[config.mk]
export PLATFORM = sky130hd
export DESIGN_NAME = sfc_device_flat
export DESIGN_NICKNAME = d
export VERILOG_FILES = /design/src/sfc_host_note_unused.sv /design/src/sfc_pkg.sv /design/src/sfc_link_if.sv /design/src/sfc_sync.sv /design/src/sfc_device.sv /design/src/flat_wrapper.sv
export SDC_FILE = /design/constraint.sdc
export NUM_CORES = 1
export LEC_CHECK = 0
export ABC_AREA = 1
export BUFFER_PORTS_ARGS = -buffer_cell sky130_fd_sc_hd__buf_4
export CAP_MARGIN = 20
export CORE_UTILIZATION = 55
export CTS_CLUSTER_DIAMETER = 80
export CTS_CLUSTER_SIZE = 28
export DETAILED_ROUTE_END_ITERATION = 16
export PLACE_DENSITY = 0.76
export SETUP_SLACK_MARGIN = 0.05
export SYNTH_ARGS = -nofsm -noshare
export SYNTH_HDL_FRONTEND = slang
export SYNTH_SLANG_ARGS = --single-unit
[constraint.sdc]
create_clock -name clk -period 1.8 [get_ports clk]
set_input_delay 0.18 -clock clk [delete_from_list [all_inputs] [get_ports clk]]
set_output_delay 0.18 -clock clk [all_outputs]
set_load 0.02 [all_outputs]
[src/sfc_host_note_unused.sv]
`timescale 1ns/1ps
`default_nettype none
`default_nettype wire

[src/sfc_pkg.sv]
// shared constants for the serial flash status / identification command logic
package sfc_pkg;
  // instruction opcodes
  localparam logic [7:0] STATUS_READ_CMD = 8'h05;
  localparam logic [7:0] WRITE_LATCH_SET_CMD = 8'h06;
  localparam logic [7:0] WRITE_LATCH_CLEAR_CMD = 8'h04;
  localparam logic [7:0] STATUS_WRITE_ARM_CMD = 8'h50;
  localparam logic [7:0] STATUS_WRITE_CMD = 8'h01;
  localparam logic [7:0] ID_READ_CMD_A = 8'h90;
  localparam logic [7:0] ID_READ_CMD_B = 8'hab;
  // status register layout
  localparam int SR_W = 8;
  localparam int BUSY_POS = 0;
  localparam int WRITE_ENABLE_LATCH_POS = 1;
  localparam int PROTECT_LEVEL_BIT0_POS = 2;
  localparam int PROTECT_LEVEL_BIT1_POS = 3;
  localparam int AUTO_INCREMENT_PROGRAM_BIT_POS = 6;
  localparam int PROTECT_LOCKDOWN_BIT_POS = 7;
  localparam logic [SR_W-1:0] SR_RESET = 8'h00;
  // index of the last identification address byte (three address bytes)
  localparam logic [1:0] ID_ADDR_LAST = 2'd2;
  // host link timing
  localparam int CLK_PERIOD_NS = 5;
  localparam int SCK_HALF_NS = 64;
  localparam int CS_HIGH_NS = 100;
  localparam int SCK_HALF_CYC = (SCK_HALF_NS + CLK_PERIOD_NS - 1) / CLK_PERIOD_NS;
  localparam int CS_HIGH_CYC = (CS_HIGH_NS + CLK_PERIOD_NS - 1) / CLK_PERIOD_NS;
  localparam int TMR_W = 8;
  // device command decoder states
  typedef enum logic [2:0] {
    SFC_CMD = 3'b000,
    SFC_ADDR = 3'b001,
    SFC_DATA = 3'b010,
    SFC_DONE = 3'b011,
    SFC_STATUS_OUT = 3'b100,
    SFC_ID_OUT = 3'b101,
    SFC_IGNORE = 3'b110
  } sfc_dev_state_e;
  // host sequencer states
  typedef enum logic [2:0] {
    SFC_H_IDLE = 3'b000,
    SFC_H_SETUP = 3'b001,
    SFC_H_LOW = 3'b010,
    SFC_H_HIGH = 3'b011,
    SFC_H_HOLD = 3'b100,
    SFC_H_GAP = 3'b101
  } sfc_host_state_e;
endpackage

[src/sfc_link_if.sv]
`timescale 1ns/1ps
`default_nettype none
// serial link between host and flash; data out is pulled high when undriven
interface sfc_link_if;
  logic cs_n;
  logic sck;
  logic mosi;
  logic wp_n;
  logic miso_o;
  logic miso_oe;
  logic miso;
  // resolved level of the shared data-out wire
  assign miso = miso_oe ? miso_o : 1'b1;
  modport dev(input cs_n, input sck, input mosi, input wp_n, output miso_o, output miso_oe);
  modport host(output cs_n, output sck, output mosi, output wp_n, input miso);
endinterface
`default_nettype wire

[src/sfc_sync.sv]
`timescale 1ns/1ps
`default_nettype none
// three-stage pin synchroniser; a change counts once stages two and three agree
module sfc_sync #(
  parameter logic INIT = 1'b0
) (
  input wire logic clk,
  input wire logic reset_n,
  input wire logic d,
  output logic lvl,
  output logic rise,
  output logic fall
);
  logic s1_r;
  logic s2_r;
  logic s3_r;
  logic lvl_r;
  wire agree = (s2_r == s3_r);

  // stage one is read only by stage two
  always_ff @(posedge clk or negedge reset_n) begin
    if (!reset_n) begin
      s1_r <= INIT;
      s2_r <= INIT;
      s3_r <= INIT;
      lvl_r <= INIT;
    end else begin
      s1_r <= d;
      s2_r <= s1_r;
      s3_r <= s2_r;
      if (agree) begin
        lvl_r <= s3_r;
      end
    end
  end

  // edge pulses are one cycle, in the cycle before lvl changes
  assign lvl = lvl_r;
  assign rise = agree & s3_r & ~lvl_r;
  assign fall = agree & ~s3_r & lvl_r;
endmodule
`default_nettype wire

[src/sfc_device.sv]
// Behaviour
// RULE1 - status read answered anytime, even while busy
// RULE2 - host polls busy before new instructions; sfc_host does not poll, it sends each request as given
// RULE3 - status streams out until chip select rises
// RULE4 - host holds select low through status read
// RULE5 - latch set instruction sets write enable latch
// RULE6 - host sets latch before each program/erase; sfc_host sends a latch set only when one is requested
// RULE7 - latch set acts on chip select rise
// RULE8 - latch clear zeroes latch and increment bit
// RULE9 - arm holds only for the next instruction
// RULE10 - host frames arm instruction with select
// RULE11 - status write changes protect and lockdown only
// RULE12 - host sends status write right after arm
// RULE13 - write ignored when pin low, lockdown set
// RULE14 - pin low: lockdown only goes zero to one
// RULE15 - pin high: all protect bits freely writable
// RULE16 - pin and lockdown judged at select rise
// RULE17 - host frames status write with select
// RULE18 - two identification opcodes, each with address
// RULE19 - address zero maker code, one part code
// RULE20 - identification bytes alternate until select rises
// RULE21 - host zeroes all address bits but lowest
// RULE22 - output msb first, byte repeats every eight
`timescale 1ns/1ps
`default_nettype none
module sfc_device #(
  parameter logic [7:0] MAKER_CODE = 8'h5a, // arbitrary value
  parameter logic [7:0] PART_CODE = 8'hc3 // arbitrary value
) (
  input wire logic clk,
  input wire logic reset_n,
  sfc_link_if.dev link,
  input wire logic busy,
  input wire logic incr_set,
  output logic [sfc_pkg::SR_W-1:0] status
);
  import sfc_pkg::*;

  // identification byte for a given address bit
  function automatic logic [7:0] id_code(input logic sel);
    id_code = sel ? PART_CODE : MAKER_CODE; // see RULE19
  endfunction

  logic cs_lvl;
  logic cs_rise;
  logic sck_rise;
  logic sck_fall;
  logic mosi_lvl;
  logic wp_lvl;

  // all link pins arrive from the host's side and are synchronised
  sfc_sync #(.INIT(1'b1)) u_cs (
    .clk(clk),
    .reset_n(reset_n),
    .d(link.cs_n),
    .lvl(cs_lvl),
    .rise(cs_rise),
    .fall()
  );
  sfc_sync #(.INIT(1'b0)) u_sck (
    .clk(clk),
    .reset_n(reset_n),
    .d(link.sck),
    .lvl(),
    .rise(sck_rise),
    .fall(sck_fall)
  );
  sfc_sync #(.INIT(1'b0)) u_mosi (
    .clk(clk),
    .reset_n(reset_n),
    .d(link.mosi),
    .lvl(mosi_lvl),
    .rise(),
    .fall()
  );
  sfc_sync #(.INIT(1'b1)) u_wp (
    .clk(clk),
    .reset_n(reset_n),
    .d(link.wp_n),
    .lvl(wp_lvl),
    .rise(),
    .fall()
  );

  sfc_dev_state_e state_r;
  logic [6:0] rx_sh_r;
  logic [2:0] bit_cnt_r;
  logic [1:0] byte_cnt_r;
  logic [7:0] cmd_r;
  logic [7:0] data_r;
  logic [7:0] tx_sh_r;
  logic [2:0] tx_cnt_r;
  logic id_sel_r;
  logic miso_r;
  logic oe_r;
  logic latch_r;
  logic incr_r;
  logic [1:0] level_r;
  logic lockdown_r;
  logic armed_r;
  logic [SR_W-1:0] status_r;
  logic [SR_W-1:0] sr_live;

  // live status image; busy comes straight from the array engine
  always_comb begin
    sr_live = SR_RESET;
    sr_live[BUSY_POS] = busy; // see RULE1
    sr_live[WRITE_ENABLE_LATCH_POS] = latch_r;
    sr_live[PROTECT_LEVEL_BIT0_POS] = level_r[0];
    sr_live[PROTECT_LEVEL_BIT1_POS] = level_r[1];
    sr_live[AUTO_INCREMENT_PROGRAM_BIT_POS] = incr_r;
    sr_live[PROTECT_LOCKDOWN_BIT_POS] = lockdown_r;
  end

  // byte assembly and decode of the byte just completed
  wire sel = ~cs_lvl;
  wire [7:0] rx_byte = {rx_sh_r, mosi_lvl};
  wire byte_done = sel && sck_rise && (bit_cnt_r == 3'd7);
  wire is_id = (rx_byte == ID_READ_CMD_A) || (rx_byte == ID_READ_CMD_B);
  wire is_simple = (rx_byte == WRITE_LATCH_SET_CMD) || (rx_byte == WRITE_LATCH_CLEAR_CMD)
    || (rx_byte == STATUS_WRITE_ARM_CMD);
  wire out_state = (state_r == SFC_STATUS_OUT) || (state_r == SFC_ID_OUT);
  wire shift_out = sel && sck_fall && out_state;

  // instructions execute only if the frame ended on a whole byte boundary
  wire done_ok = cs_rise && (state_r == SFC_DONE) && (bit_cnt_r == 3'd0);
  wire do_set = done_ok && (cmd_r == WRITE_LATCH_SET_CMD); // see RULE7
  wire do_clear = done_ok && (cmd_r == WRITE_LATCH_CLEAR_CMD);
  wire do_arm = done_ok && (cmd_r == STATUS_WRITE_ARM_CMD);
  // pin level and lockdown as they stand in the cycle select rises
  wire wr_allowed = wp_lvl || !lockdown_r; // see RULE13
  wire do_swr = done_ok && (cmd_r == STATUS_WRITE_CMD) && armed_r && wr_allowed; // see RULE16

  // command decoder
  always_ff @(posedge clk or negedge reset_n) begin
    if (!reset_n) begin
      state_r <= SFC_CMD;
      rx_sh_r <= '0;
      bit_cnt_r <= '0;
      byte_cnt_r <= '0;
      cmd_r <= '0;
      data_r <= '0;
    end else if (!sel) begin
      state_r <= SFC_CMD;
      bit_cnt_r <= '0;
      byte_cnt_r <= '0;
    end else if (sck_rise) begin
      rx_sh_r <= rx_byte[6:0];
      bit_cnt_r <= bit_cnt_r + 3'd1;
      if (byte_done) begin
        case (state_r)
          SFC_CMD: begin
            cmd_r <= rx_byte;
            if (rx_byte == STATUS_READ_CMD) begin
              state_r <= SFC_STATUS_OUT;
            end else if (is_id) begin
              state_r <= SFC_ADDR; // see RULE18
            end else if (rx_byte == STATUS_WRITE_CMD) begin
              state_r <= SFC_DATA;
            end else if (is_simple) begin
              state_r <= SFC_DONE;
            end else begin
              state_r <= SFC_IGNORE; // array instructions are handled elsewhere
            end
          end
          SFC_ADDR: begin
            byte_cnt_r <= byte_cnt_r + 2'd1;
            if (byte_cnt_r == ID_ADDR_LAST) begin
              state_r <= SFC_ID_OUT;
            end
          end
          SFC_DATA: begin
            data_r <= rx_byte;
            state_r <= SFC_DONE;
          end
          SFC_DONE: begin
            state_r <= SFC_IGNORE; // trailing bytes void the instruction
          end
          default: begin
            state_r <= state_r;
          end
        endcase
      end
    end
  end

  // output shifter: loaded when a read instruction completes, shifts on falling clock
  always_ff @(posedge clk or negedge reset_n) begin
    if (!reset_n) begin
      tx_sh_r <= '0;
      tx_cnt_r <= '0;
      id_sel_r <= 1'b0;
      miso_r <= 1'b1;
      oe_r <= 1'b0;
    end else begin
      oe_r <= sel && out_state;
      if (byte_done && state_r == SFC_CMD) begin
        tx_sh_r <= sr_live; // see RULE1
        tx_cnt_r <= '0;
      end else if (byte_done && state_r == SFC_ADDR && byte_cnt_r == ID_ADDR_LAST) begin
        id_sel_r <= mosi_lvl;
        tx_sh_r <= id_code(mosi_lvl); // see RULE19
        tx_cnt_r <= '0;
      end else if (shift_out) begin
        miso_r <= tx_sh_r[7]; // see RULE22
        tx_cnt_r <= tx_cnt_r + 3'd1;
        if (tx_cnt_r != 3'd7) begin
          tx_sh_r <= {tx_sh_r[6:0], 1'b0};
        end else if (state_r == SFC_STATUS_OUT) begin
          tx_sh_r <= sr_live; // see RULE3
        end else begin
          id_sel_r <= ~id_sel_r;
          tx_sh_r <= id_code(~id_sel_r); // see RULE20
        end
      end
    end
  end

  // status bits; a hardware set wins over a clear in the same cycle
  always_ff @(posedge clk or negedge reset_n) begin
    if (!reset_n) begin
      latch_r <= SR_RESET[WRITE_ENABLE_LATCH_POS];
      incr_r <= SR_RESET[AUTO_INCREMENT_PROGRAM_BIT_POS];
      level_r <= {SR_RESET[PROTECT_LEVEL_BIT1_POS], SR_RESET[PROTECT_LEVEL_BIT0_POS]};
      lockdown_r <= SR_RESET[PROTECT_LOCKDOWN_BIT_POS];
      armed_r <= 1'b0;
      status_r <= SR_RESET;
    end else begin
      status_r <= sr_live;
      if (do_set) begin
        latch_r <= 1'b1; // see RULE5
      end else if (do_clear) begin
        latch_r <= 1'b0; // see RULE8
      end
      if (incr_set) begin
        incr_r <= 1'b1;
      end else if (do_clear) begin
        incr_r <= 1'b0; // see RULE8
      end
      if (cs_rise) begin
        armed_r <= do_arm; // see RULE9
      end
      if (do_swr) begin
        // pin high frees all three; pin low reaches here only with lockdown clear
        level_r <= {data_r[PROTECT_LEVEL_BIT1_POS], data_r[PROTECT_LEVEL_BIT0_POS]}; // see RULE11
        lockdown_r <= data_r[PROTECT_LOCKDOWN_BIT_POS]; // see RULE14 see RULE15
      end
    end
  end

  assign link.miso_o = miso_r;
  assign link.miso_oe = oe_r;
  assign status = status_r;
endmodule
`default_nettype wire

[src/flat_wrapper.sv]
// flat-port wrapper written by rule: the top's interface ports become plain ports
module sfc_device_flat import sfc_pkg::*;
#(
  parameter logic [7:0] MAKER_CODE = 8'h5a,                   
  parameter logic [7:0] PART_CODE = 8'hc3                   
)
  (clk, reset_n, busy, incr_set, status, link_cs_n, link_sck, link_mosi, link_wp_n, link_miso_o, link_miso_oe);
  sfc_link_if link_i ();
  input wire logic clk;
  input wire logic reset_n;
  input wire logic busy;
  input wire logic incr_set;
  output logic [sfc_pkg::SR_W-1:0] status;
  input wire logic [$bits(link_i.cs_n)-1:0] link_cs_n;
  input wire logic [$bits(link_i.sck)-1:0] link_sck;
  input wire logic [$bits(link_i.mosi)-1:0] link_mosi;
  input wire logic [$bits(link_i.wp_n)-1:0] link_wp_n;
  output wire logic [$bits(link_i.miso_o)-1:0] link_miso_o;
  output wire logic [$bits(link_i.miso_oe)-1:0] link_miso_oe;
  assign link_i.cs_n = link_cs_n;
  assign link_i.sck = link_sck;
  assign link_i.mosi = link_mosi;
  assign link_i.wp_n = link_wp_n;
  assign link_miso_o = link_i.miso_o;
  assign link_miso_oe = link_i.miso_oe;
  sfc_device #(.MAKER_CODE(MAKER_CODE), .PART_CODE(PART_CODE)) u_core (.clk(clk), .reset_n(reset_n), .link(link_i), .busy(busy), .incr_set(incr_set), .status(status));
endmodule
==> After elaboration in Yosys (flattened, before gate mapping) <==
Index checks and enable logic that the tools add are counted.
{ "word_totals": {"in_bits": 8, "wordCells": 145, "register_bits": 73} }
{ "classes": {"bitwise": 12, "n_reduce_logical": 39, "mux": 32, "add_sub_neg": 3, "eq_ne": 26} }
{ "ops": {"columns": ["op", "n"], "rows": [
  ["8-bit 2-to-1 mux", 7],
  ["8-bit by 3-bit == test with 1-bit output, second input constant", 5],
  ["3-bit 2-to-1 mux", 13],
  ["8-bit by 1-bit == test with 1-bit output, second input constant", 2],
  ["8-bit by 7-bit == test with 1-bit output, second input constant", 2],
  ["8-bit == test, second input constant", 2],
  ["1-bit logical AND", 16],
  ["4-bit AND reduction", 4],
  ["3-bit one-hot mux with 4 select lines", 1],
  ["2-bit nonzero test", 6],
  ["3-bit == test, second input constant", 3],
  ["2-bit 2-to-1 mux", 4],
  ["1-bit 2-to-1 mux", 7],
  ["3-bit by 1-bit adder with 3-bit output, second input constant", 2],
  ["1-bit AND", 6],
  ["3-bit by 2-bit == test with 1-bit output, second input constant", 2],
  ["3-bit zero test", 2],
  ["1-bit inverter", 6],
  ["3-bit AND reduction", 2],
  ["1-bit logical OR", 5],
  ["5-bit nonzero test", 1],
  ["1-bit == test", 4],
  ["3-bit by 1-bit == test with 1-bit output, second input constant", 1],
  ["3-bit by 2-bit != test with 1-bit output, second input constant", 1],
  ["8 further kinds", 8]
]} }

==> Logic depth before layout (Yosys ltp) <==
Gate-level depths: netlist of the first run.
{ "logic_depth": {"word_depth": 11, "mapped_depth": 11, "ltp_nobuf": 11} }

==> Cells and area by module <==
A second synthesis of the first run with hierarchy kept.
{ "hier_totals": {"hier_cells": 377, "area_unflattened_um2": 3216.8} }
{ "by_module_without_submodules": {"columns": ["mod", "instances", "area_per_inst_um2", "cells_per_inst"], "rows": [
  ["sfc_device", 1, 2556.2, 313],
  ["sfc_sync (u_core.u_cs ...)", 2, 167.7, 16],
  ["sfc_sync (u_core.u_mosi ...)", 2, 162.7, 16]
]} }

==> Least setup slack after synthesis of the first run <==
No wires, ideal clock.
{ "synth_timing": {"kind": "register -> register", "startpoint": "register u_core.tx_cnt_r[0]", "endpoint": "register u_core.tx_sh_r[7]", "stages_incl_launch_ff": 10, "t_required_ns": 1.681, "arrival_ns": 1.366, "n_path_buf": 1, "slack_ns": 0.316, "setup_ns": 0.119, "synth_period_minus_slack_ns": 1.484, "path_cell_list": "dfrtp_1 ha_1 ha_1 clkbuf_1 nand3_1 nand2_1 o21ai_0 nand3_1 nand3_1 nand2_1"} }
{ "synth_via": {"elab_chain_cells": 5} }
{ "synth_rtl": {"columns": ["item", "line_no", "source"], "rows": [
  ["from (decl)", "sfc_device.sv:92", "logic [2:0] tx_cnt_r;"],
  ["from (signal assigned)", "sfc_device.sv:206", "tx_cnt_r <= tx_cnt_r + 3'd1;"],
  ["3-bit != test", "sfc_device.sv:207", "if (tx_cnt_r != 3'd7) begin"],
  ["8-bit 2-to-1 mux", "sfc_device.sv:207", null],
  ["8-bit 2-to-1 mux", "sfc_device.sv:204", "end else if (shift_out) begin"],
  ["8-bit 2-to-1 mux", "sfc_device.sv:200", "end else if (byte_done && state_r == SFC_ADDR && byte_cnt_r == ID_ADDR_LAST) begin"],
  ["8-bit 2-to-1 mux", "sfc_device.sv:197", "if (byte_done && state_r == SFC_CMD) begin"],
  ["to (signal assigned)", "sfc_device.sv:198", "tx_sh_r <= sr_live;"],
  ["to (signal assigned)", "sfc_device.sv:202", "tx_sh_r <= id_code(mosi_lvl);"],
  ["to (signal assigned)", "sfc_device.sv:208", "tx_sh_r <= {tx_sh_r[6:0], 1'b0};"],
  ["to (decl)", "sfc_device.sv:91", "logic [7:0] tx_sh_r;"]
]} }
Every way passes these cells. The select of a mux whose other input is x is not followed.
A chain may end at the register's enable or synchronous reset.

==> Worst setup path in the final report of the first run <==
{ "layout_timing": {"startpoint": "register u_core.u_cs.s2_r", "endpoint": "register u_core.level_r[1]"} }
{ "layout_via": {"elab_chain_cells": 8} }
{ "layout_rtl": {"columns": ["item", "line_no", "source"], "rows": [
  ["from (decl)", "sfc_sync.sv:15", "logic s2_r;"],
  ["from (signal assigned)", "sfc_sync.sv:29", "s2_r <= s1_r;"],
  ["1-bit == test", "sfc_sync.sv:18", "wire agree = (s2_r == s3_r);"],
  ["1-bit AND (2 in series)", "sfc_sync.sv:39", "assign rise = agree & s3_r & ~lvl_r;"],
  ["1-bit logical AND (2 in series)", "sfc_device.sv:126", "wire done_ok = cs_rise && (state_r == SFC_DONE) && (bit_cnt_r == 3'd0);"],
  ["1-bit logical AND (3 in series)", "sfc_device.sv:132", "wire do_swr = done_ok && (cmd_r == STATUS_WRITE_CMD) && armed_r && wr_allowed;"],
  ["to (signal assigned)", "sfc_device.sv:224", "level_r <= {SR_RESET[PROTECT_LEVEL_BIT1_POS], SR_RESET[PROTECT_LEVEL_BIT0_POS]};"],
  ["to (signal assigned)", "sfc_device.sv:245", "level_r <= {data_r[PROTECT_LEVEL_BIT1_POS], data_r[PROTECT_LEVEL_BIT0_POS]};"],
  ["to (decl)", "sfc_device.sv:98", "logic [1:0] level_r;"]
]} }
Every way passes these cells.

==> results of run 1 <==
placed cells by master (no fill, tap or decap), types with 2 or more instances in the layout:
master	count
a21oi_1	3
conb_1	2
o22ai_1	2
inv_1	38
clkbuf_1	3
nor4_1	2
nand2_8	2
nand2_2	3
nand2_4	3
nor2_4	4
nor3_1	5
buf_4	22
ha_1	7
inv_2	6
dfrtp_1	59
o21ai_0	30
dfstp_2	9
nor2_2	2
o21ai_1	5
nand3_2	2
buf_12	2
ha_2	2
nand3_1	24
clkbuf_8	11
nand3_4	3
nor2_1	30
dlygate4sd3_1	6
maj3_1	2
nand2_1	99
clkinv_2	2
kinds of logic after synthesis:
| kind of cell | Yosys count |
|---|---|
| other cells | 1 |
| fa+ha+maj | 11 |
| buf+inv | 54 |
| simple gates | 181 |
| compound gates | 43 |
| flops | 68 |
state kept, by name, indices dropped and copies added, names as in the netlist, 2 cells and up:
register and flops:
u_core.bit_cnt_r 3, u_core.byte_cnt_r 2, u_core.cmd_r 8, u_core.data_r 3, u_core.level_r 2, u_core.rx_sh_r 7
u_core.state_r 3, u_core.status 6, u_core.tx_cnt_r 3, u_core.tx_sh_r 8
layer usage:
| metal | vias to the layer above | routed length [µm] | track usage |
|---|---|---|---|
| li1 | 1198 | - | - |
| met1 | 1106 | 2720 | 0.251 |
| met2 | 45 | 2800 | 0.354 |
| met3 | 10 | 202 | 0.0635 |
| met4 | 0 | 127 | 0.109 |
| met5 | - | 0 | 0 |
what timing repair did:
item / CTS / global route
endpoints found under the setup margin: 0 / 22
hold endpoints to repair: 33 / 0
setup buffers: 0 / 8
hold buffers: 6 / 0
resized for setup: 0 / 8
stage by stage:
step           instances  cell area, µm²  power (mW)  utilization  setup WS [ps]
6_report             470            3680        3.56        0.664            145
5_1_grt              470            3680        3.76        0.664           31.6
4_1_cts              461            3550        3.57        0.642           84.0
3_5_place_dp         439            3320        2.45        0.600           94.6
3_3_place_gp         439            3320        2.42        0.600            145
2_1_floorplan        359            3180        2.29            -            316
layout make-up:
class,instances,area [µm²]
clock buffers,14,163
clock inverters,2,10.0
fillers,438,1860
inverters,46,180
multi-input cells,238,1250
flip-flops and latches,68,1710
well taps,72,90.1
repair buffers,30,265
worst max-delay path, delay by kind of cell, from the launching register on:
family          cells  cell delay (ps)
fa+ha+maj           1              160
compound gates      1               60
simple gates        5              640
buf+inv             1              150
flops               1              540
power groups by stage:
stage / sequential [mW] / combinational [mW] / clock (mW)
finish: 1.84 / 0.621 / 1.10
global route: 1.86 / 0.713 / 1.19
CTS: 1.84 / 0.594 / 1.14
detailed placement: 1.87 / 0.580 / 0
global placement: 1.86 / 0.560 / 0
floorplan: 1.81 / 0.476 / 0
cells in the mapped netlist:
master    instances  area, µm²
inv_1            38        143
buf_4             3       22.5
ha_1              9        113
nand2_1         100        375
nor2_1           31        116
nor2_4            4       45.0
nand3_4           2       35.0
clkinv_4          1       8.76
or2_0             1       6.26
nand3_1          24        120
inv_2             7       26.3
buf_12            1       20.0
maj3_1            2       20.0
o21ai_2           1       8.76
nor4_1            2       12.5
dfrtp_1          59       1480
dfstp_2           9        236
a21oi_1           3       15.0
o22ai_1           2       12.5
nor3_1            5       25.0
nand2_4           4       45.0
o211ai_1          1       7.51
conb_1            1       3.75
nand3_2           3       30.0
nand4_1           1       6.26
buf_6             3       33.8
o21bai_1          1       7.51
nor2_2            1       6.26
o21ai_0          30        150
o21ai_1           5       25.0
nand2_2           2       12.5
clkbuf_1          1       3.75
or2_2             1       6.26
worst min path at each step:
stage / slack [ps] / end
after global placement: 150 / u_core.tx_cnt_r[2]
after floorplan: -120 / u_core.armed_r
after CTS: 30 / u_core.incr_r
after global routing: 50 / u_core.incr_r
final: 50 / u_core.incr_r
after detailed placement: 150 / u_core.tx_sh_r[2]
==> reports/metrics.cfg, run 1 <==
[cts]
clk_latency_ps=340
cts.path.max_buffers=2
cts_sinks=68
clk_transition_reported_paths_ps=70
htree_num_levels=3
cts-root-buf=clkbuf_8
cts_buffers=9
cts_tree=yes

[sta]
finalCritPeriodShare=0.920
min_period_ps=1660
fin_hold_ws_ps=51.8
setup_viol=0
setup_tns_ps=0
fmax_ghz=0.604
fin_skew_ps=7.37
grt_setup_unrepaired=false
hold_viol=0
relSlewSlack=0.503
worst_pin_slew_ps=739
drv_slew=0

[setup_path]
required_ps=2030
reg2reg_to=u_core.level_r[1]
worstPathArrival_ps=1890
cp_max_fo=6
crit_slowest_cell=dfstp_2
crit_end=u_core.level_r[1]
endpoint_kind=flop
r2r_setup_slack_ps=140
crit_type=flop to flop
crit_chain=ha_1 > nand2_2 > nor3_1 > nand2_1 > inv_1 > nand3_4 > nand2_1 > o21ai_1
ff2ff_path_depth=8
startpoint=u_core.u_cs.s2_r
crit_path_start_kind=flop
cpMostUsedCell=nand2_1
rr_startpoint=u_core.u_cs.s2_r
slowest_delay_ps=540

[detailed_routing]
drt_wl_total_um=5860
ant_nets=0
drtPass1Iterations=4
wire_per_inst_um=12.5
via_per_inst=5.02
via_count=2359
drtIter0Drc=184
drc_errors=0

[synth]
yosysUniqueCellTypes=33
synth_top_family_by_area=simple AND/OR/NAND/NOR gates
synth_adder_area_share=0.0418
ys_seq_elements=68
yosysWarnings=0
yosys.area_share.xor_xnor=0
syn_inst=358
synth_simple_gate_area_frac=0.265
synth-compound-area-share=0.0713
syn-mean-instance-area_um2=8.87
netlist_area_um2=3180
ys_seq_area_frac=0.539
muxShareOfSynthArea=0

[power_and_ir_drop]
ir_drop_v=0.000612
seqPwrFrac=0.517
power_frac_comb=0.174
p_int_mw=2.47
p_switching_mw=1.10
leakage_nw=1.81
pwr-share-clk=0.309
swShare=0.308
power_per_cell_area_nw_per_um2=969

[global_route]
grt_max_degree=36
grt_pass1_vias=2277
grt_first_pass_wirelength_um=9780
grt_overflow=0
grtUsageTotal=0.213
antenna_found_initial=0

[die]
initial_core_util=0.573
row_count=27
coreArea_um2=5540
ioPinCount=18
dieArea_um2=6080
die_w_um=78.0
die_h_um=78.0

[place]
place.port_buffers=15
dp_hpwl_um=4090
gp_congestion=0.829

[outcome]
outcome=complete, no violations

[final_layout]
areaGrowthSynthToFinish_pct=15.8
drive_gt1_frac=0.193
fin_nets=410
antenna_cells=0

[flow_run]
max_cap_violations=0

[worst_hold_path]
hp-class=input port to flop
holdPathStages=2
worstHoldStart=incr_set

Note: power is estimated with default switching activity, not from simulation.
==> run 2: changes to the inputs <==
--- a/config.mk
+++ b/config.mk
@@ -8,6 +8,7 @@
 export ABC_AREA = 1
 export BUFFER_PORTS_ARGS = -buffer_cell sky130_fd_sc_hd__buf_4
 export CAP_MARGIN = 20
+export CORE_MARGIN = 4
 export CORE_UTILIZATION = 55
 export CTS_CLUSTER_DIAMETER = 80
 export CTS_CLUSTER_SIZE = 28
==> run 2 against run 1 <==
Compared with the run above: count of clock-buffer cells in the layout fell by 4; largest power group unchanged; worst hold slack got worse by 0.82 ps; total power rose by 13%.
==> reports/metrics.cfg, run 2 (synthesis gave the netlist of run 1 again) <==
[outcome]
outcome=complete, no violations  ; unchanged

[cts]
cts_tree=yes  ; unchanged
htree_num_levels=3  ; unchanged
cts_buffers=9  ; unchanged
cts_sinks=68  ; unchanged
clk_transition_reported_paths_ps=70  ; about the same
cts-root-buf=clkbuf_8  ; unchanged
cts.path.max_buffers=2  ; unchanged
clk_latency_ps=350  ; was 340 ps

[global_route]
grt_overflow=0  ; unchanged
antenna_found_initial=0  ; unchanged
grtUsageTotal=0.188  ; was 0.213
grt_first_pass_wirelength_um=10500  ; was 9780 µm
grt_pass1_vias=2312  ; was 2277
grt_max_degree=37  ; was 36

[sta]
grt_setup_unrepaired=false  ; unchanged
fin_hold_ws_ps=50.9  ; was 51.8 ps
worst_pin_slew_ps=557  ; was 739 ps
fmax_ghz=0.607  ; was 0.604 GHz
setup_viol=0  ; unchanged
finalCritPeriodShare=0.915  ; was 0.920
min_period_ps=1650  ; was 1660 ps
drv_slew=0  ; unchanged
relSlewSlack=0.625  ; was 0.503
setup_tns_ps=0  ; unchanged
hold_viol=0  ; unchanged
fin_skew_ps=9.47  ; was 7.37 ps

[final_layout]
areaGrowthSynthToFinish_pct=18.9  ; was 15.8%
antenna_cells=0  ; unchanged
fin_nets=411  ; was 410
biggestRegsByFlops=u_core.cmd_r x8, u_core.tx_sh_r x8, u_core.rx_sh_r x7  ; unchanged
layout_commonest_cell=nand2_1  ; unchanged
stdcell_area_um2=3770  ; was 3680 µm²
drive_gt1_frac=0.208  ; was 0.193
fin_util=0.681  ; was 0.664
mostFrequentLayoutCells=nand2_1, dfrtp_1, inv_1  ; unchanged
final-instance-count-excl-fill=471  ; was 470

[detailed_routing]
via_count=2377  ; was 2359
ant_nets=0  ; unchanged
via_per_inst=5.05  ; was 5.02
drt_wl_total_um=6300  ; was 5860 µm
wire_per_inst_um=13.4  ; was 12.5 µm
drtPass1Iterations=4  ; unchanged
drc_errors=0  ; unchanged
drtIter0Drc=120  ; was 184

[power_and_ir_drop]
pwr-share-clk=0.383  ; was 0.309
p_switching_mw=1.17  ; was 1.10 mW
power_per_cell_area_nw_per_um2=1070  ; was 969 nW/µm²
power_frac_comb=0.157  ; was 0.174
seqPwrFrac=0.460  ; was 0.517
leakage_nw=1.88  ; was 1.81 nW
ir_drop_v=0.000739  ; was 0.000612 V
swShare=0.291  ; was 0.308
p_int_mw=2.85  ; was 2.47 mW

[die]
row_count=27  ; unchanged
die_h_um=84.0  ; was 78.0 µm
coreArea_um2=5540  ; unchanged
dieArea_um2=7050  ; was 6080 µm²
die_w_um=84.0  ; was 78.0 µm
initial_core_util=0.573  ; unchanged
ioPinCount=18  ; unchanged

[flow_run]
max_cap_violations=0  ; unchanged

[place]
gp_congestion=0.870  ; was 0.829
dp_hpwl_um=4310  ; was 4090 µm
place_inst=439  ; unchanged
place_area_um2=3320  ; unchanged
place.port_buffers=15  ; unchanged

[setup_path]
endpoint_kind=flop  ; unchanged
r2r_setup_slack_ps=150  ; was 140 ps
crit_type=flop to flop  ; unchanged
cp_max_fo=8  ; was 6
worstPathArrival_ps=1880  ; was 1890 ps
required_ps=2030  ; about the same
crit_path_start_kind=flop  ; unchanged

[worst_hold_path]
hp-class=input port to flop  ; unchanged

run 2: layer usage:
layer | GRT usage | vias up | share of wire
met2 | 0.313 | 53 | 0.50
met3 | 0.0523 | 14 | 0.046
met4 | 0.0760 | 0 | 0.023
met5 | 0 | - | 0
met1 | 0.231 | 1107 | 0.43
li1 | - | 1203 | -
run 2: through the flow:
| step | power (mW) | setup slack, ps |
|---|---|---|
| after floorplan | 2.29 | 316 |
| after CTS | 4.01 | 90.1 |
| after global routing | 4.25 | 27.8 |
| after detailed placement | 2.46 | 96.7 |
| after global placement | 2.43 | 160 |
| final | 4.02 | 153 |
run 2: repair_timing:
item | CTS | global route
hold buffers | 6 | 0
hold endpoints to repair | 32 | 0
endpoints found under the setup margin | 0 | 23
setup buffers | 0 | 8
gates resized for setup | 0 | 13
run 2: layout make-up:
type | count | area [µm²]
flip-flops and latches | 68 | 1710
multi-input cells | 239 | 1270
clock inverters | 6 | 111
clock buffers | 10 | 138
fillers | 437 | 1770
well taps | 72 | 90.1
repair buffers | 30 | 265
inverters | 46 | 185
run 2: critical path, stage by stage (launching register included):
cell and delay, ps:
dfrtp_1 360, ha_2 200, ha_4 140, nand3_4 80
nor2_4 150, buf_12 140, nand2_4 80, nand3_4 160
nor2_1 70, nor2_1 80, nand2_1 60
run 2: power groups by stage:
stage / sequential [mW] / clock (mW) / combinational (mW)
floorplan: 1.81 / 0 / 0.476
global placement: 1.87 / 0 / 0.561
detailed placement: 1.87 / 0 / 0.584
CTS: 1.85 / 1.57 / 0.599
global route: 1.88 / 1.65 / 0.725
finish: 1.85 / 1.54 / 0.631
run 2: path summary, 6_finish.rpt:
check                               startpoint            endpoint  cells after the start
max reg2reg                u_core.bit_cnt_r[1]   u_core.tx_sh_r[3]                     10
min in group asynchronous              reset_n  u_core.tx_cnt_r[2]                      2
max in group asynchronous              reset_n    u_core.u_wp.s2_r                      3
min reg2reg                  u_core.u_sck.s1_r   u_core.u_sck.s2_r                      0
max                        u_core.bit_cnt_r[1]   u_core.tx_sh_r[3]                     10
min                                   incr_set       u_core.incr_r                      2
==> run 3: changes to the inputs <==
--- a/config.mk
+++ b/config.mk
@@ -13,6 +13,7 @@
 export CTS_CLUSTER_DIAMETER = 80
 export CTS_CLUSTER_SIZE = 28
 export DETAILED_ROUTE_END_ITERATION = 16
+export MAX_ROUTING_LAYER = met4
 export PLACE_DENSITY = 0.76
 export SETUP_SLACK_MARGIN = 0.05
 export SYNTH_ARGS = -nofsm -noshare
==> constraint.sdc (replaced) <==
create_clock -name clk -period 2.1 [get_ports clk]
set_input_delay 0.21 -clock clk [delete_from_list [all_inputs] [get_ports clk]]
set_output_delay 0.21 -clock clk [all_outputs]
set_load 0.02 [all_outputs]
==> run 3 against run 2 <==
Compared with the run above: critical path depth is 1 lower; maximum frequency is 1.4% lower; sequential share of layout area is 2.5 points higher; critical endpoint is now u_core.tx_sh_r[0]; critical path type unchanged; clock power is 24% lower; flip-flop and latch count stayed put; worst setup slack better by 280 ps; via count is 2.8% lower; routed wire length is 7.7% lower.
==> reports/metrics.cfg, run 3 (synthesis gave the netlist of run 1 again) <==
[outcome]
outcome=complete, no violations  ; unchanged

[cts]
htree_num_levels=3  ; unchanged
clk_latency_ps=340  ; was 350 ps
clk_transition_reported_paths_ps=70  ; about the same
cts_tree=yes  ; unchanged
cts_sinks=68  ; unchanged
cts_buffers=9  ; unchanged
cts-root-buf=clkbuf_8  ; unchanged
cts.path.max_buffers=2  ; unchanged

[setup_path]
endpoint_kind=flop  ; unchanged
startpoint=u_core.bit_cnt_r[1]  ; unchanged
worstPathArrival_ps=1900  ; was 1880 ps
reg2reg_to=u_core.tx_sh_r[0]  ; was u_core.tx_sh_r[3]
crit_path_start_kind=flop  ; unchanged
crit_type=flop to flop  ; unchanged
rr_startpoint=u_core.bit_cnt_r[1]  ; unchanged
cp_max_fo=24  ; was 8
required_ps=2330  ; was 2030 ps
r2r_setup_slack_ps=430  ; was 150 ps
crit_end=u_core.tx_sh_r[0]  ; was u_core.tx_sh_r[3]
ff2ff_path_depth=9  ; was 10

[sta]
fmax_ghz=0.599  ; was 0.607 GHz
relSlewSlack=0.421  ; was 0.625
min_period_ps=1670  ; was 1650 ps
setup_viol=0  ; unchanged
drv_slew=0  ; unchanged
grt_setup_unrepaired=false  ; unchanged
worst_pin_slew_ps=866  ; was 557 ps
finalCritPeriodShare=0.795  ; was 0.915
setup_tns_ps=0  ; unchanged
fin_hold_ws_ps=78.8  ; was 50.9 ps
fin_skew_ps=8.91  ; was 9.47 ps
hold_viol=0  ; unchanged
setup_slack_ps=430  ; was 153 ps

[detailed_routing]
via_count=2310  ; was 2377
drt_wl_total_um=5810  ; was 6300 µm
drc_errors=0  ; unchanged
drtPass1Iterations=4  ; unchanged
via_per_inst=5.02  ; was 5.05
wire_per_inst_um=12.6  ; was 13.4 µm
drtIter0Drc=131  ; was 120
ant_nets=0  ; unchanged

[final_layout]
fin_nets=400  ; was 411
drive_gt1_frac=0.165  ; was 0.208
antenna_cells=0  ; unchanged
mostFrequentLayoutCells=nand2_1, dfrtp_1, inv_1  ; unchanged
areaGrowthSynthToFinish_pct=12.7  ; was 18.9%
biggestRegsByFlops=u_core.cmd_r x8, u_core.tx_sh_r x8, u_core.rx_sh_r x7  ; unchanged
seq_area_um2=1710  ; unchanged
multi_input_area_um2=1210  ; was 1270 µm²
layout_commonest_cell=nand2_1  ; unchanged
stdcell_area_um2=3580  ; was 3770 µm²
fillers=474  ; was 437

[place]
pre_cts_slack_ps=425  ; was 96.7 ps
place_area_um2=3300  ; was 3320 µm²
dp_hpwl_um=4210  ; was 4310 µm
place.port_buffers=15  ; unchanged
gp_congestion=0.837  ; was 0.870

[worst_hold_path]
hp-class=input port to flop  ; unchanged

[die]
initial_core_util=0.573  ; unchanged
dieArea_um2=7050  ; unchanged
ioPinCount=18  ; unchanged
row_count=27  ; unchanged
die_w_um=84.0  ; unchanged
die_h_um=84.0  ; unchanged
coreArea_um2=5540  ; unchanged

[global_route]
use_met1=0.233  ; was 0.231
grt_use_met2=0.296  ; was 0.313
grt_pass1_vias=2320  ; was 2312
antenna_found_initial=0  ; unchanged
grtUsageTotal=0.190  ; was 0.188
grt_first_pass_wirelength_um=10400  ; was 10500 µm
grt_overflow=0  ; unchanged
grt.met3_usage=0.0503  ; was 0.0523
grt_max_degree=69  ; was 37
grt_busiest_layer=met2  ; unchanged

[power_and_ir_drop]
leakage_nw=1.80  ; was 1.88 nW
ir_drop_v=0.000594  ; was 0.000739 V
power_per_cell_area_nw_per_um2=912  ; was 1070 nW/µm²

[flow_run]
max_cap_violations=0  ; unchanged

[run 3: changes by cell type in the layout (fill, tap and decap cells not counted), moves of 2 or more]
cell,delta
buf_4,-7
buf_12,-2
clkbuf_1,+2
ha_1,+2
[run 3: cell type report]
class / count / share of cell area
inverter: 46 / 0.0496
clock buffer: 12 / 0.0405
timing repair buffer: 21 / 0.0482
tap: 72 / 0.0252
multi-input combinational: 237 / 0.338
sequential: 68 / 0.479
clock inverter: 4 / 0.0203
[run 3: per-stage QoR]
| step | total power [mW] | cells | util |
|---|---|---|---|
| floorplan | 1.96 | 359 | - |
| global placement | 2.08 | 438 | 0.596 |
| detailed placement | 2.10 | 438 | 0.596 |
| CTS | 3.28 | 460 | 0.646 |
| global route | 3.46 | 460 | 0.646 |
| finish | 3.26 | 460 | 0.646 |
[run 3: how the worst min path moves through the flow]
stage	from	endpoint	cells after the start
after global routing	incr_set	u_core.incr_r	2
after floorplan	reset_n	u_core.armed_r	0
after detailed placement	link_wp_n	u_core.u_wp.s1_r	1
final	incr_set	u_core.incr_r	2
after global placement	link_wp_n	u_core.u_wp.s1_r	1
after CTS	incr_set	u_core.incr_r	2
[run 3: repair_timing]
action,CTS,global route
buffers inserted,0,0
hold buffers,6,0
resized for setup,0,0
setup endpoints to repair,0,0
hold endpoints to repair,39,0
[run 3: routing by layer]
metal,wire (µm),vias to the layer above
met5,0,-
met4,130,0
met3,245,15
met2,2860,45
met1,2580,1073
li1,-,1177
[run 3: worst max-delay path, stage by stage, from the launching register on]
cell and delay (ps):
dfrtp_1 350, ha_1 150, ha_1 150, nand3_2 100, nor2_4 200, nand2_4 200, nand3_4 190, inv_2 90
nand2_1 70, nand2_1 60
[run 3: power breakdown]
| group | leakage (nW) | internal, mW | switching, mW | total [mW] |
|---|---|---|---|---|
| Clock | 0.107 | 0.700 | 0.472 | 1.17 |
| Combinational | 0.821 | 0.178 | 0.332 | 0.510 |
| Sequential | 0.875 | 1.44 | 0.146 | 1.58 |
| Total | 1.80 | 2.31 | 0.950 | 3.26 |
